### config.mk
export PLATFORM = sky130hd
export DESIGN_NAME = cai_top
export DESIGN_NICKNAME = d
export VERILOG_FILES = /design/src/cai_pkg.sv /design/src/cai_top.sv /design/src/cai_sync2.sv /design/src/cai_channel.sv
export SDC_FILE = /design/constraint.sdc
export NUM_CORES = 1
export LEC_CHECK = 0
export BUFFER_PORTS_ARGS = -buffer_cell sky130_fd_sc_hd__buf_2
export CAP_MARGIN = 20
export CORE_MARGIN = 2
export CORE_UTILIZATION = 50
export CTS_CLUSTER_SIZE = 40
export DETAILED_ROUTE_END_ITERATION = 7
export MAX_ROUTING_LAYER = met4
export PLACE_DENSITY_LB_ADDON = 0.05
export SLEW_MARGIN = 20
export SYNTH_ARGS = -nofsm -noshare
export SYNTH_HDL_FRONTEND = slang
export SYNTH_HIERARCHICAL = 1
export SYNTH_SLANG_ARGS = --single-unit
### constraint.sdc
create_clock -name sys_clk_i -period 3.3 [get_ports sys_clk_i]
set_input_delay 0.66 -clock sys_clk_i [delete_from_list [all_inputs] [get_ports sys_clk_i]]
set_output_delay 0.66 -clock sys_clk_i [all_outputs]
set_load 0.005 [all_outputs]
### src/cai_pkg.sv
package cai_pkg;

  localparam int unsigned NUM_CH = 6;
  localparam int unsigned CNT_W  = 16;

  // register byte addresses
  localparam logic [7:0] ADDR_CTRL    = 8'h00;
  localparam logic [7:0] ADDR_PWM_CFG = 8'h04;
  localparam logic [7:0] ADDR_FLAGS   = 8'h08;
  localparam logic [7:0] ADDR_MASK    = 8'h0C;
  localparam logic [7:0] ADDR_COUNTER = 8'h10;
  localparam logic [7:0] ADDR_MODE0   = 8'h20;
  localparam logic [7:0] ADDR_VALUE0  = 8'h40;
  localparam logic [7:0] ADDR_STRIDE  = 8'h04;

  // control register fields
  localparam int unsigned CTRL_RUN_BIT     = 0;
  localparam int unsigned CTRL_ARRAY_EN    = 1;
  localparam int unsigned CTRL_GLOBAL_EN   = 2;
  localparam int unsigned CTRL_WRAP_EN_BIT = 3;
  localparam logic [3:0]  CTRL_RESET       = 4'h0;

  // shared pwm configuration fields
  localparam int unsigned PWM_NOT_CAP_BIT = 7;
  localparam int unsigned PWM_INT_EN_BIT  = 5;
  localparam int unsigned PWM_LEN_LSB     = 0;
  localparam logic [7:0]  PWM_CFG_RESET   = 8'h00;

  // flag / mask layout: bit0 counter wrap, bit1 intermediate wrap, bits 7:2 channels
  localparam int unsigned FLAG_WRAP_BIT = 0;
  localparam int unsigned FLAG_INT_BIT  = 1;
  localparam int unsigned FLAG_CH_LSB   = 2;
  localparam logic [7:0]  FLAGS_RESET   = 8'h00;
  localparam logic [7:0]  MASK_RESET    = 8'hFF;

  // channel mode register fields
  localparam int unsigned MODE_CMP_EN_BIT = 6;
  localparam int unsigned MODE_RISE_BIT   = 5;
  localparam int unsigned MODE_FALL_BIT   = 4;
  localparam int unsigned MODE_MATCH_BIT  = 3;
  localparam int unsigned MODE_TOGGLE_BIT = 2;
  localparam int unsigned MODE_PWM_BIT    = 1;
  localparam int unsigned MODE_IRQ_EN_BIT = 0;
  localparam logic [7:0]  MODE_RESET      = 8'h00;
  localparam logic [15:0] VALUE_RESET     = 16'h0000;
  localparam logic [15:0] COUNTER_RESET   = 16'h0000;
  localparam logic [15:0] COUNTER_FULL    = 16'hFFFF;

  typedef enum logic [2:0] {
    CAI_MODE_IDLE,
    CAI_MODE_CAP_RISE,
    CAI_MODE_CAP_FALL,
    CAI_MODE_CAP_ANY,
    CAI_MODE_SW_TIMER,
    CAI_MODE_HS_OUT
  } cai_mode_type;

endpackage

### src/cai_top.sv
`timescale 1ns/10ps
// How it works
// - flag set when counter wraps 0xFFFF
// - intermediate flag on carry out of bit 7-10
// - one event flag per channel
// - flags set regardless of their enables
// - each flag gated by its own enable
// - one request, needs global and array enable
// - each channel holds independent mode
// - mode from channel and shared config registers
// - rising-edge capture decode
// - falling-edge capture decode
// - any-edge capture decode, bits 7:6 ignored
// - software timer and high-speed output decode
// - comparator off stops matches and toggling
// - length select picks intermediate carry bit
module cai_top
  import cai_pkg::*;
(
  // clock and reset
  input  wire logic                          sys_clk_i,
  input  wire logic                          sys_rst_i,
  // apb slave
  input  wire logic                          psel_i,
  input  wire logic                          penable_i,
  input  wire logic                          pwrite_i,
  input  wire logic [7:0]                    paddr_i,
  input  wire logic [31:0]                   pwdata_i,
  output logic      [31:0]                   prdata_o,
  output logic                               pready_o,
  output logic                               pslverr_o,
  // channel pins
  input  wire logic [cai_pkg::NUM_CH-1:0]    channel_pin_i,
  output logic      [cai_pkg::NUM_CH-1:0]    channel_pin_o,
  output logic      [cai_pkg::NUM_CH-1:0]    channel_pin_oe_o,
  // interrupt
  output logic                               irq_o
);

  logic [3:0]        ctrl_r;
  logic [7:0]        pwm_config_reg_r;
  logic [7:0]        flags_r;
  logic [7:0]        flags_nxt;
  logic [7:0]        mask_r;
  logic [15:0]       counter_r;
  logic [15:0]       counter_nxt;
  logic [7:0]        channel_mode_reg_r [NUM_CH];
  logic [15:0]       value      [NUM_CH];
  logic [NUM_CH-1:0] ch_event;
  logic [NUM_CH-1:0] ch_pin;
  logic [NUM_CH-1:0] ch_pin_oe;
  logic [NUM_CH-1:0] pin_sync;
  logic [NUM_CH-1:0] value_we;
  logic [7:0]        irq_en;
  logic [7:0]        set_ev;
  logic              counter_wrap;
  logic              intermediate_wrap;
  logic              setup;
  logic              wr_go;
  logic              addr_hit;
  logic [31:0]       rdata;
  logic [1:0]        pwm_length_select;
  logic [NUM_CH-1:0] mode_we;
  logic              wr_ctrl;
  logic              wr_pwm;
  logic              wr_flags;
  logic              wr_mask;
  logic              wr_cnt;
  logic              cnt_step;
  logic              inter_carry;
  logic              irq_req;

  // apb access
  // one wait-free access phase: pready is raised by the setup cycle
  assign setup = psel_i && !penable_i;
  assign wr_go = psel_i && penable_i && pready_o && pwrite_i;

  // one write strobe per register, decoded once
  always_comb begin
    wr_ctrl  = wr_go && (paddr_i == ADDR_CTRL);
    wr_pwm   = wr_go && (paddr_i == ADDR_PWM_CFG);
    wr_flags = wr_go && (paddr_i == ADDR_FLAGS);
    wr_mask  = wr_go && (paddr_i == ADDR_MASK);
    wr_cnt   = wr_go && (paddr_i == ADDR_COUNTER);
  end

  // read mux; unmapped offsets read zero and raise the error
  always_comb begin
    rdata    = 32'h0000_0000;
    addr_hit = 1'b1;
    case (paddr_i)
      ADDR_CTRL:    rdata = {28'h000_0000, ctrl_r};
      ADDR_PWM_CFG: rdata = {24'h00_0000, pwm_config_reg_r};
      ADDR_FLAGS:   rdata = {24'h00_0000, flags_r};
      ADDR_MASK:    rdata = {24'h00_0000, mask_r};
      ADDR_COUNTER: rdata = {16'h0000, counter_r};
      default: begin
        addr_hit = 1'b0;
        for (int i = 0; i < NUM_CH; i++) begin
          if (paddr_i == ADDR_MODE0 + 8'(i) * ADDR_STRIDE) begin
            rdata    = {24'h00_0000, channel_mode_reg_r[i]};
            addr_hit = 1'b1;
          end
          if (paddr_i == ADDR_VALUE0 + 8'(i) * ADDR_STRIDE) begin
            rdata    = {16'h0000, value[i]};
            addr_hit = 1'b1;
          end
        end
      end
    endcase
  end

  always_ff @(posedge sys_clk_i) begin
    if (sys_rst_i) begin
      pready_o  <= 1'b0;
      pslverr_o <= 1'b0;
    end else begin
      pready_o  <= setup;
      pslverr_o <= setup && !addr_hit;
    end
  end

  // read data stands only in the read's access cycle, zero otherwise
  always_ff @(posedge sys_clk_i) begin
    if (sys_rst_i) begin
      prdata_o <= 32'h0000_0000;
    end else if (setup && !pwrite_i) begin
      prdata_o <= rdata;
    end else begin
      prdata_o <= 32'h0000_0000;
    end
  end

  // configuration registers
  always_ff @(posedge sys_clk_i) begin
    if (sys_rst_i) begin
      ctrl_r <= CTRL_RESET;
    end else if (wr_ctrl) begin
      ctrl_r <= pwdata_i[3:0];
    end
  end

  // the length field only picks the intermediate carry bit; no channel reads it
  always_ff @(posedge sys_clk_i) begin
    if (sys_rst_i) begin
      pwm_config_reg_r <= PWM_CFG_RESET;
    end else if (wr_pwm) begin
      pwm_config_reg_r <= pwdata_i[7:0];
    end
  end

  // mask resets open, so the documented enables alone decide
  always_ff @(posedge sys_clk_i) begin
    if (sys_rst_i) begin
      mask_r <= MASK_RESET;
    end else if (wr_mask) begin
      mask_r <= pwdata_i[7:0];
    end
  end

  // each channel has a mode register of its own
  always_ff @(posedge sys_clk_i) begin
    if (sys_rst_i) begin
      for (int i = 0; i < NUM_CH; i++) begin
        channel_mode_reg_r[i] <= MODE_RESET;
      end
    end else begin
      for (int i = 0; i < NUM_CH; i++) begin
        if (mode_we[i]) begin
          channel_mode_reg_r[i] <= pwdata_i[7:0];
        end
      end
    end
  end

  // per-channel strobes for mode and capture/compare value
  always_comb begin
    for (int i = 0; i < NUM_CH; i++) begin
      mode_we[i]  = wr_go && (paddr_i == ADDR_MODE0 + 8'(i) * ADDR_STRIDE);
      value_we[i] = wr_go && (paddr_i == ADDR_VALUE0 + 8'(i) * ADDR_STRIDE);
    end
  end

  // shared counter
  assign pwm_length_select = pwm_config_reg_r[PWM_LEN_LSB +: 2];
  // a load in the same cycle replaces the step, so it reports no wrap
  assign cnt_step          = ctrl_r[CTRL_RUN_BIT] && !wr_cnt;
  assign counter_wrap      = cnt_step && (counter_r == COUNTER_FULL);

  // carry out of the selected low bit position
  always_comb begin
    case (pwm_length_select)
      2'h0:    inter_carry = &counter_r[7:0];
      2'h1:    inter_carry = &counter_r[8:0];
      2'h2:    inter_carry = &counter_r[9:0];
      2'h3:    inter_carry = &counter_r[10:0];
      default: inter_carry = 1'b0;
    endcase
  end

  assign intermediate_wrap = cnt_step && inter_carry;

  // software load wins over counting
  always_comb begin
    counter_nxt = counter_r;
    if (wr_cnt) begin
      counter_nxt = pwdata_i[15:0];
    end else if (cnt_step) begin
      counter_nxt = counter_r + 16'h0001;
    end
  end

  always_ff @(posedge sys_clk_i) begin
    if (sys_rst_i) begin
      counter_r <= COUNTER_RESET;
    end else begin
      counter_r <= counter_nxt;
    end
  end

  // channels
  // pins are async, so they pass two flops before the edge detectors
  cai_sync2 #(
    .WIDTH (NUM_CH)
  ) u_pin_sync (
    .sys_clk_i (sys_clk_i),
    .sys_rst_i (sys_rst_i),
    .async_i   (channel_pin_i),
    .sync_o    (pin_sync)
  );

  for (genvar g = 0; g < NUM_CH; g++) begin : g_ch
    cai_channel u_ch (
      .sys_clk_i     (sys_clk_i),
      .sys_rst_i     (sys_rst_i),
      .mode_i        (channel_mode_reg_r[g]),
      .pwm_sel_i     (pwm_config_reg_r[PWM_NOT_CAP_BIT]),
      .counter_i     (counter_r),
      .pin_i         (pin_sync[g]),
      .value_we_i    (value_we[g]),
      .value_wdata_i (pwdata_i[15:0]),
      .value_o       (value[g]),
      .event_o       (ch_event[g]),
      .pin_o         (ch_pin[g]),
      .pin_oe_o      (ch_pin_oe[g])
    );
  end

  assign channel_pin_o    = ch_pin;
  assign channel_pin_oe_o = ch_pin_oe;

  // event flags
  always_comb begin
    set_ev                = 8'h00;
    set_ev[FLAG_WRAP_BIT] = counter_wrap;
    set_ev[FLAG_INT_BIT]  = intermediate_wrap;
    set_ev[FLAG_CH_LSB +: NUM_CH] = ch_event;
  end

  // write-one-to-clear; a new event in the same cycle wins over the clear
  always_comb begin
    flags_nxt = flags_r;
    if (wr_flags) begin
      flags_nxt = flags_r & ~pwdata_i[7:0];
    end
    flags_nxt = flags_nxt | set_ev;
  end

  // flags never clear themselves; only software drops them
  always_ff @(posedge sys_clk_i) begin
    if (sys_rst_i) begin
      flags_r <= FLAGS_RESET;
    end else begin
      flags_r <= flags_nxt;
    end
  end

  // interrupt: documented enables, one per flag
  always_comb begin
    irq_en                = 8'h00;
    irq_en[FLAG_WRAP_BIT] = ctrl_r[CTRL_WRAP_EN_BIT];
    irq_en[FLAG_INT_BIT]  = pwm_config_reg_r[PWM_INT_EN_BIT];
    for (int i = 0; i < NUM_CH; i++) begin
      irq_en[FLAG_CH_LSB + i] = channel_mode_reg_r[i][MODE_IRQ_EN_BIT];
    end
  end

  // enabled flags, before the array and global gates
  assign irq_req = |(flags_r & irq_en & mask_r);

  // registered, so the request pin never glitches
  always_ff @(posedge sys_clk_i) begin
    if (sys_rst_i) begin
      irq_o <= 1'b0;
    end else begin
      irq_o <= ctrl_r[CTRL_GLOBAL_EN] && ctrl_r[CTRL_ARRAY_EN] && irq_req;
    end
  end

endmodule

### src/cai_sync2.sv
`timescale 1ns/10ps
module cai_sync2 #(
  parameter int unsigned WIDTH = 1
) (
  // clock and reset
  input  wire logic             sys_clk_i,
  input  wire logic             sys_rst_i,
  // async in, synced out
  input  wire logic [WIDTH-1:0] async_i,
  output logic      [WIDTH-1:0] sync_o
);

  logic [WIDTH-1:0] meta_r;

  // first stage feeds only the second stage
  always_ff @(posedge sys_clk_i) begin
    if (sys_rst_i) begin
      meta_r <= '0;
      sync_o <= '0;
    end else begin
      meta_r <= async_i;
      sync_o <= meta_r;
    end
  end

endmodule

### src/cai_channel.sv
`timescale 1ns/10ps
module cai_channel
  import cai_pkg::*;
(
  // clock and reset
  input  wire logic        sys_clk_i,
  input  wire logic        sys_rst_i,
  // configuration
  input  wire logic [7:0]  mode_i,
  input  wire logic        pwm_sel_i,
  // counter and pin
  input  wire logic [15:0] counter_i,
  input  wire logic        pin_i,
  // software write of the capture/compare value
  input  wire logic        value_we_i,
  input  wire logic [15:0] value_wdata_i,
  // results
  output logic [15:0]      value_o,
  output logic             event_o,
  output logic             pin_o,
  output logic             pin_oe_o
);

  cai_mode_type mode;
  logic         pin_d_r;
  logic         rise;
  logic         fall;
  logic         capture;
  logic         match;

  always_comb begin
    mode = CAI_MODE_IDLE;
    if (!pwm_sel_i && !mode_i[MODE_PWM_BIT]) begin
      case (mode_i[MODE_MATCH_BIT:MODE_TOGGLE_BIT])
        2'h0: begin
          if (mode_i[MODE_RISE_BIT] && mode_i[MODE_FALL_BIT]) begin
            mode = CAI_MODE_CAP_ANY;
          end else if (mode_i[MODE_RISE_BIT]) begin
            mode = CAI_MODE_CAP_RISE;
          end else if (mode_i[MODE_FALL_BIT]) begin
            mode = CAI_MODE_CAP_FALL;
          end
        end
        2'h2: begin
          if (mode_i[MODE_RISE_BIT:MODE_FALL_BIT] == 2'h0) begin
            mode = CAI_MODE_SW_TIMER;
          end
        end
        2'h3: begin
          if (mode_i[MODE_RISE_BIT:MODE_FALL_BIT] == 2'h0) begin
            mode = CAI_MODE_HS_OUT;
          end
        end
        default: mode = CAI_MODE_IDLE;
      endcase
    end
  end

  assign rise = pin_i && !pin_d_r;
  assign fall = !pin_i && pin_d_r;

  always_comb begin
    case (mode)
      CAI_MODE_CAP_RISE: capture = rise;
      CAI_MODE_CAP_FALL: capture = fall;
      CAI_MODE_CAP_ANY:  capture = rise || fall;
      default:           capture = 1'b0;
    endcase
  end

  // comparator off stops matches and toggling
  assign match = mode_i[MODE_CMP_EN_BIT] && (counter_i == value_o) &&
                 (mode == CAI_MODE_SW_TIMER || mode == CAI_MODE_HS_OUT);

  always_ff @(posedge sys_clk_i) begin
    if (sys_rst_i) begin
      pin_d_r <= 1'b0;
    end else begin
      pin_d_r <= pin_i;
    end
  end

  // a capture beats a software write in the same cycle
  always_ff @(posedge sys_clk_i) begin
    if (sys_rst_i) begin
      value_o <= VALUE_RESET;
    end else if (capture) begin
      value_o <= counter_i;
    end else if (value_we_i) begin
      value_o <= value_wdata_i;
    end
  end

  always_ff @(posedge sys_clk_i) begin
    if (sys_rst_i) begin
      event_o <= 1'b0;
    end else begin
      event_o <= capture || match;
    end
  end

  always_ff @(posedge sys_clk_i) begin
    if (sys_rst_i) begin
      pin_o    <= 1'b0;
      pin_oe_o <= 1'b0;
    end else begin
      pin_oe_o <= (mode == CAI_MODE_HS_OUT);
      if (mode == CAI_MODE_HS_OUT && match) begin
        pin_o <= !pin_o;
      end
    end
  end

endmodule

Word-level counts from Yosys, hierarchy flattened. Memory sizes are Yosys's and may differ from the RTL's. Index checks and enable logic that the tools add are counted.

Multiplexer cells: 116. Eq/ne operators: 68. Reductions and logical operators: 145. Bitwise operators: 12. Add/sub/neg operators: 1.

Operators with widths (number): $mux 32 (11); $mux 16 (14); $pmux 32 s5 (1); $eq 16x16->1 (6); $mux 3 (30); $logic_and 1x1->1 (70); $mux 8 (8); $pmux 3 s3 (6); $eq 8x6->1 const B (6); $eq 8x7->1 const B (6); $eq 3x2->1 const B (12); $eq 3x3->1 const B (12); $mux 1 (33); $logic_not 1->1 (29); $eq 2x2->1 const B (14); $logic_not 2->1 (13); $and 8x8->8 (3); $eq 3x1->1 const B (6); $logic_or 1x1->1 (18); $pmux 1 s3 (6); $add 16x1->16 const B (1); $eq 16x16->1 const B (1); $eq 8x4->1 const B (2); $reduce_bool 2->1 (7); 17 further kinds (27).

Logic and storage cells: 384. Input port bits: 51. RAM bits: 48. Flip-flop bits (word level): 211. Memories: 1.

Memory list: channel_mode_reg_r (depth 6, width 8, rd ports 6, clocked after memory_dff 0, write ports 6, line cai_top.sv:47) `logic [7:0] channel_mode_reg_r [NUM_CH];`.

Depth between registers and ports, before layout.
Depth after elaboration: 16. Gate-level depth with buffers: 9.

Hierarchy. Netlist, hierarchy kept.

By module, submodules not included: cai_channel (cells an instance 123, area each 1256.2 µm², instances 6, seq. area each 400.4 µm²); cai_top (cells an instance 676, area each 6384.9 µm², instances 1, seq. area each 2702.6 µm²); cai_sync2 (cells an instance 25, area each 366.6 µm², instances 1, seq. area each 240.2 µm²).

Worst setup path before layout. No wires, ideal clock.

Kind: input port to flip-flop. From: input port paddr_i[0]. To: register g_ch[5].u_ch.value_o[10]. Setup time: 0.143 ns. Path slack: 0.459 ns. Arrival: 2.698 ns. Stages: 9. Path through: buf_4 or4b_4 buf_6 buf_2 nor4_1 buf_2 buf_2 mux2i_1 a211oi_2.

Word-level cells in the longest chain between the ends: 3.

Ends and longest elaborated chain: from (decl) (line cai_top.sv:27) `input wire logic [7:0] paddr_i,`; $eq 8x7->1 (line cai_top.sv:180) `value_we[i] = wr_go && (paddr_i == ADDR_VALUE0 + 8'(i) * ADDR_STRIDE);`; $logic_and 1x1->1 (line cai_top.sv:180); via value_we[5] (line cai_top.sv:53) `logic [NUM_CH-1:0] value_we;`; $reduce_bool 2->1 (no source line); to (signal assigned) (line cai_channel.sv:88) `value_o <= counter_i;`; to (signal assigned) (line cai_channel.sv:90) `value_o <= value_wdata_i;`; to (decl) (line cai_channel.sv:18) `output logic [15:0] value_o,`.

The timed path passes the listed nets, and every way through them passes these cells. A chain may end at the register's enable or synchronous reset.

Worst setup path after layout.
From: input port paddr_i[2]. To: register prdata_o[2].

Word-level cells in the longest chain between the ends: 14. Elaborated cells on any way between the ends: 30.

Ends and longest elaborated chain: $eq 8x6->1 (line cai_top.sv:100) `if (paddr_i == ADDR_MODE0 + 8'(i) * ADDR_STRIDE) begin`; $mux 8 (line cai_top.sv:100); $mux 32 (line cai_top.sv:104) `if (paddr_i == ADDR_VALUE0 + 8'(i) * ADDR_STRIDE) begin`; $mux 32 (line cai_top.sv:100); $mux 32 (line cai_top.sv:104); $mux 32 (line cai_top.sv:100); $mux 32 (line cai_top.sv:104); $mux 32 (line cai_top.sv:100); $mux 32 (line cai_top.sv:104); $mux 32 (line cai_top.sv:100); $mux 32 (line cai_top.sv:104); $mux 32 (line cai_top.sv:100); $mux 32 (line cai_top.sv:104); $pmux 32 s5 * (line cai_top.sv:91) `case (paddr_i)`; to (signal assigned) (line cai_top.sv:128) `prdata_o <= rdata;`; to (decl) (line cai_top.sv:29) `output logic [31:0] prdata_o,`.

Mark *: on every way between the ends. The rest lies on a longest branch, timed or not.

==> key figures <==
Layout
  • Share of cells above drive strength 1: 28.3%
  • # fillers: 2,512
  • Final Net Count: 1,564
  • Area delta synth->final: 12.2%
  • Number of diodes: 0
  • Utilization after layout: 57.4%

Hold path
  • Hold path cells: 2
  • Worst Hold Class: input port to flip-flop

CTS
  • Post CTS Setup Buffer Count: 0
  • H-tree depth: 1
  • Cts bufs inserted: 28
  • Clock Path Buffers: 3
  • Post-CTS Resized: 0
  • # clock sinks: 243
  • Root Buffer: clkbuf_16
  • Clk pin slew, worst setup/hold paths: ~0.06 ns
  • CTS tree: yes
  • Clock latency on the worst-skew pair: approximately 0.55 ns
  • # hold bufs at CTS: 0

Logic synthesis
  • Most numerous cell in the Yosys netlist: dfxtp_1
  • Post-synth top flop: dfxtp_1
  • Synth unique cells: 78
  • Compound-Gate Fraction of Synth Area: 20.7%
  • Largest cells by area after synthesis: dfxtp_1, edfxtp_1, a211oi_2, mux2i_1, xnor2_1
  • YS warnings: 6
  • XOR/XNOR share of the synthesized area: 6.74%
  • Adder-Cell Fraction of Synth Area: 1.23%
  • Cell accounting for the most synthesized area: dfxtp_1
  • Post-synth EDFFs: 48
  • Post-synthesis instance total: 1,439
  • Sequential share of the synthesized area: a little under two fifths
  • Synth Area in Simple Gates: 19.9%
  • Mux contribution to synthesized area: 8.77%
  • Post-synth top cells: dfxtp_1, mux2i_1, nor2_1
  • Syn Area/Cell: ~10 um^2
  • Post-synth ARST share: 0%
  • Synthesized cell area: approximately 0.014 mm^2
  • Largest family of logic cells by synthesized area: compound AO/OA/AOI/OAI gates
  • Seq cells post-synth: ~240
  • Post-synth top area share: between 20% and 30%

Drt
  • DRC Markers: 0
  • Initial DRC count: ~990
  • First-pass DRT Iterations: 6
  • Routed wire length: roughly 46,000 um
  • Vias per cell: between 5 and 6
  • Routed len/inst: 24.4 um
  • Final antenna-violating net count: 0
  • Vias: 11.4k

Global routing
  • GR Overflow Total: 0
  • Number of global-route vias before repair: 10.9k
  • Global-route wire length before repair: 68,900 um
  • Initial antenna violation count: 0
  • Largest net degree at the start of global routing: 127
  • GRT Util Overall: 31.2%

STA
  • Slew headroom: between 30% and 40%
  • Clock Skew: 0.0121 ns
  • Fin Setup TNS: 0 ns
  • RSZ-0062 raised after global routing: no
  • Final hold vios: 0
  • Slew Limit Fails: 0
  • Fmax: 428 MHz
  • Minimum clock period: 2.33 ns
  • Tcrit/Tclk final: 70.7%
  • Final setup fails: 0
  • Slew at the pin closest to its max-slew limit: 0.928 ns

Floorplanning
  • Initial core utilization: 51.2%
  • Die Span X: 173 um
  • # IOs: 98
  • Row count: about 60
  • Die area: ~0.030 mm^2
  • Core Box Area: 0.0279 mm^2
  • Height of the chip: 173 um

Setup path
  • CP Capture Type: flip-flop
  • Critical Path Source Type: input port
  • Crit path required time: between 3 and 4 ns
  • Data arrival at the endpoint of the critical path: 2.80 ns
  • Worst-path fanout max: 19
  • FF-to-FF path depth: 5
  • Critical path type: input port to flip-flop

Place
  • Placer Congestion: 0.993
  • DP HPWL: approximately 33,000 um
  • Port Buf Inserts: 65

Run status
  • Status: finished, final reports clean

Power
  • Leak: around 5.6 nW
  • Power per cell area: 437 mW/mm^2
  • Max IR drop VDD: 0.450 mV

Job
  • Maxcap violations: 0
==> cell families after synthesis <==
family,Yosys count
compound gates,333
xor+xnor,110
fa+ha+maj,14
buf+inv,134
flops,243
mux,124
other cells,1
simple gates,480
==> registers in the layout (all words and copies together) (netlist names) <==
| register | cells |
|---|---|
| counter_r | 16 |
| ctrl_r | 4 |
| pwm_config_reg_r | 8 |
| pready_o | 1 |
| pslverr_o | 1 |
| u_pin_sync/meta_r | 6 |
| g_ch.u_ch/pin_d_r | 6 |
| channel_mode_reg_r | 48 |
| mask_r | 8 |
| g_ch.u_ch/pin_oe_o | 6 |
| u_pin_sync/sync_o | 6 |
| g_ch.u_ch/event_o | 6 |
| flags_r | 8 |
| irq_o | 1 |
| prdata_o | 16 |
| g_ch.u_ch/pin_o | 6 |
| g_ch.u_ch/value_o | 96 |
==> layout make-up <==
class	count	area (um^2)	share of cell area, %
well taps	378	473	2.95
clock inverters	15	234	1.46
multi-input cells	1077	8280	51.7
flip-flops and latches	243	5350	33.3
clock buffers	37	786	4.90
repair buffers	129	840	5.24
inverters	20	75.1	0.468
==> final timing paths <==
path / startpoint / end / slack (ns)
worst min register to register: u_pin_sync/meta_r[5] / u_pin_sync/sync_o[5] / 0.44
worst max register to register: counter_r[1] / g_ch[0].u_ch/event_o / 1.11
worst min-delay path: channel_pin_i[2] / u_pin_sync/meta_r[2] / 0.32
worst max-delay path: paddr_i[2] / prdata_o[2] / 0.97
==> routing by layer <==
metal / vias up / GRT usage, % / wire length (um)
met5: - / - / 0
met4: 0 / 10.0 / 1550
met2: 411 / 48.9 / 21400
li1: 5366 / - / -
met3: 94 / 6.33 / 3570
met1: 5490 / 40.3 / 19800
==> critical path: stages <==
cell      delay (ns)
buf_2           0.33
or4b_4          0.69
nor3_4          0.58
a221o_1         0.29
a211oi_1        0.07
o22ai_2         0.17
==> power by group <==
| group | switching [mW] | internal (mW) | total [mW] |
|---|---|---|---|
| Combinational | 0.314 | 0.144 | 0.457 |
| Sequential | 0.0493 | 3.07 | 3.12 |
| Clock | 1.29 | 2.14 | 3.43 |
| Total | 1.65 | 5.35 | 7.01 |
==> stage by stage <==
stage          cell area, um^2  std cells  total power [mW]  setup WS [ns]  hold slack [ns]
5_1_grt                  16000       1899              7.21          0.888            0.312
2_1_floorplan            14300       1454              3.47          0.459            0.413
4_1_cts                  16000       1899              7.05           1.01            0.306
3_5_place_dp             15000       1847              3.63          0.446            0.428
3_3_place_gp             15000       1847              3.63          0.459            0.418
6_report                 16000       1899              7.01          0.966            0.320
==> cells in the final DEF (no fill, tap or decap), types with 28 or more instances in the layout <==
cell type / instances
a22oi_1: 30
xnor2_1: 98
buf_2: 64
a211oi_2: 96
o21ai_0: 29
clkbuf_16: 29
buf_4: 62
nor2_1: 101
nand4_1: 28
nand2_1: 70
and2_1: 38
edfxtp_1: 48
a21oi_1: 40
nor2_2: 79
dfxtp_1: 195
mux2i_1: 114
Power figures use the tool's default switching activity.
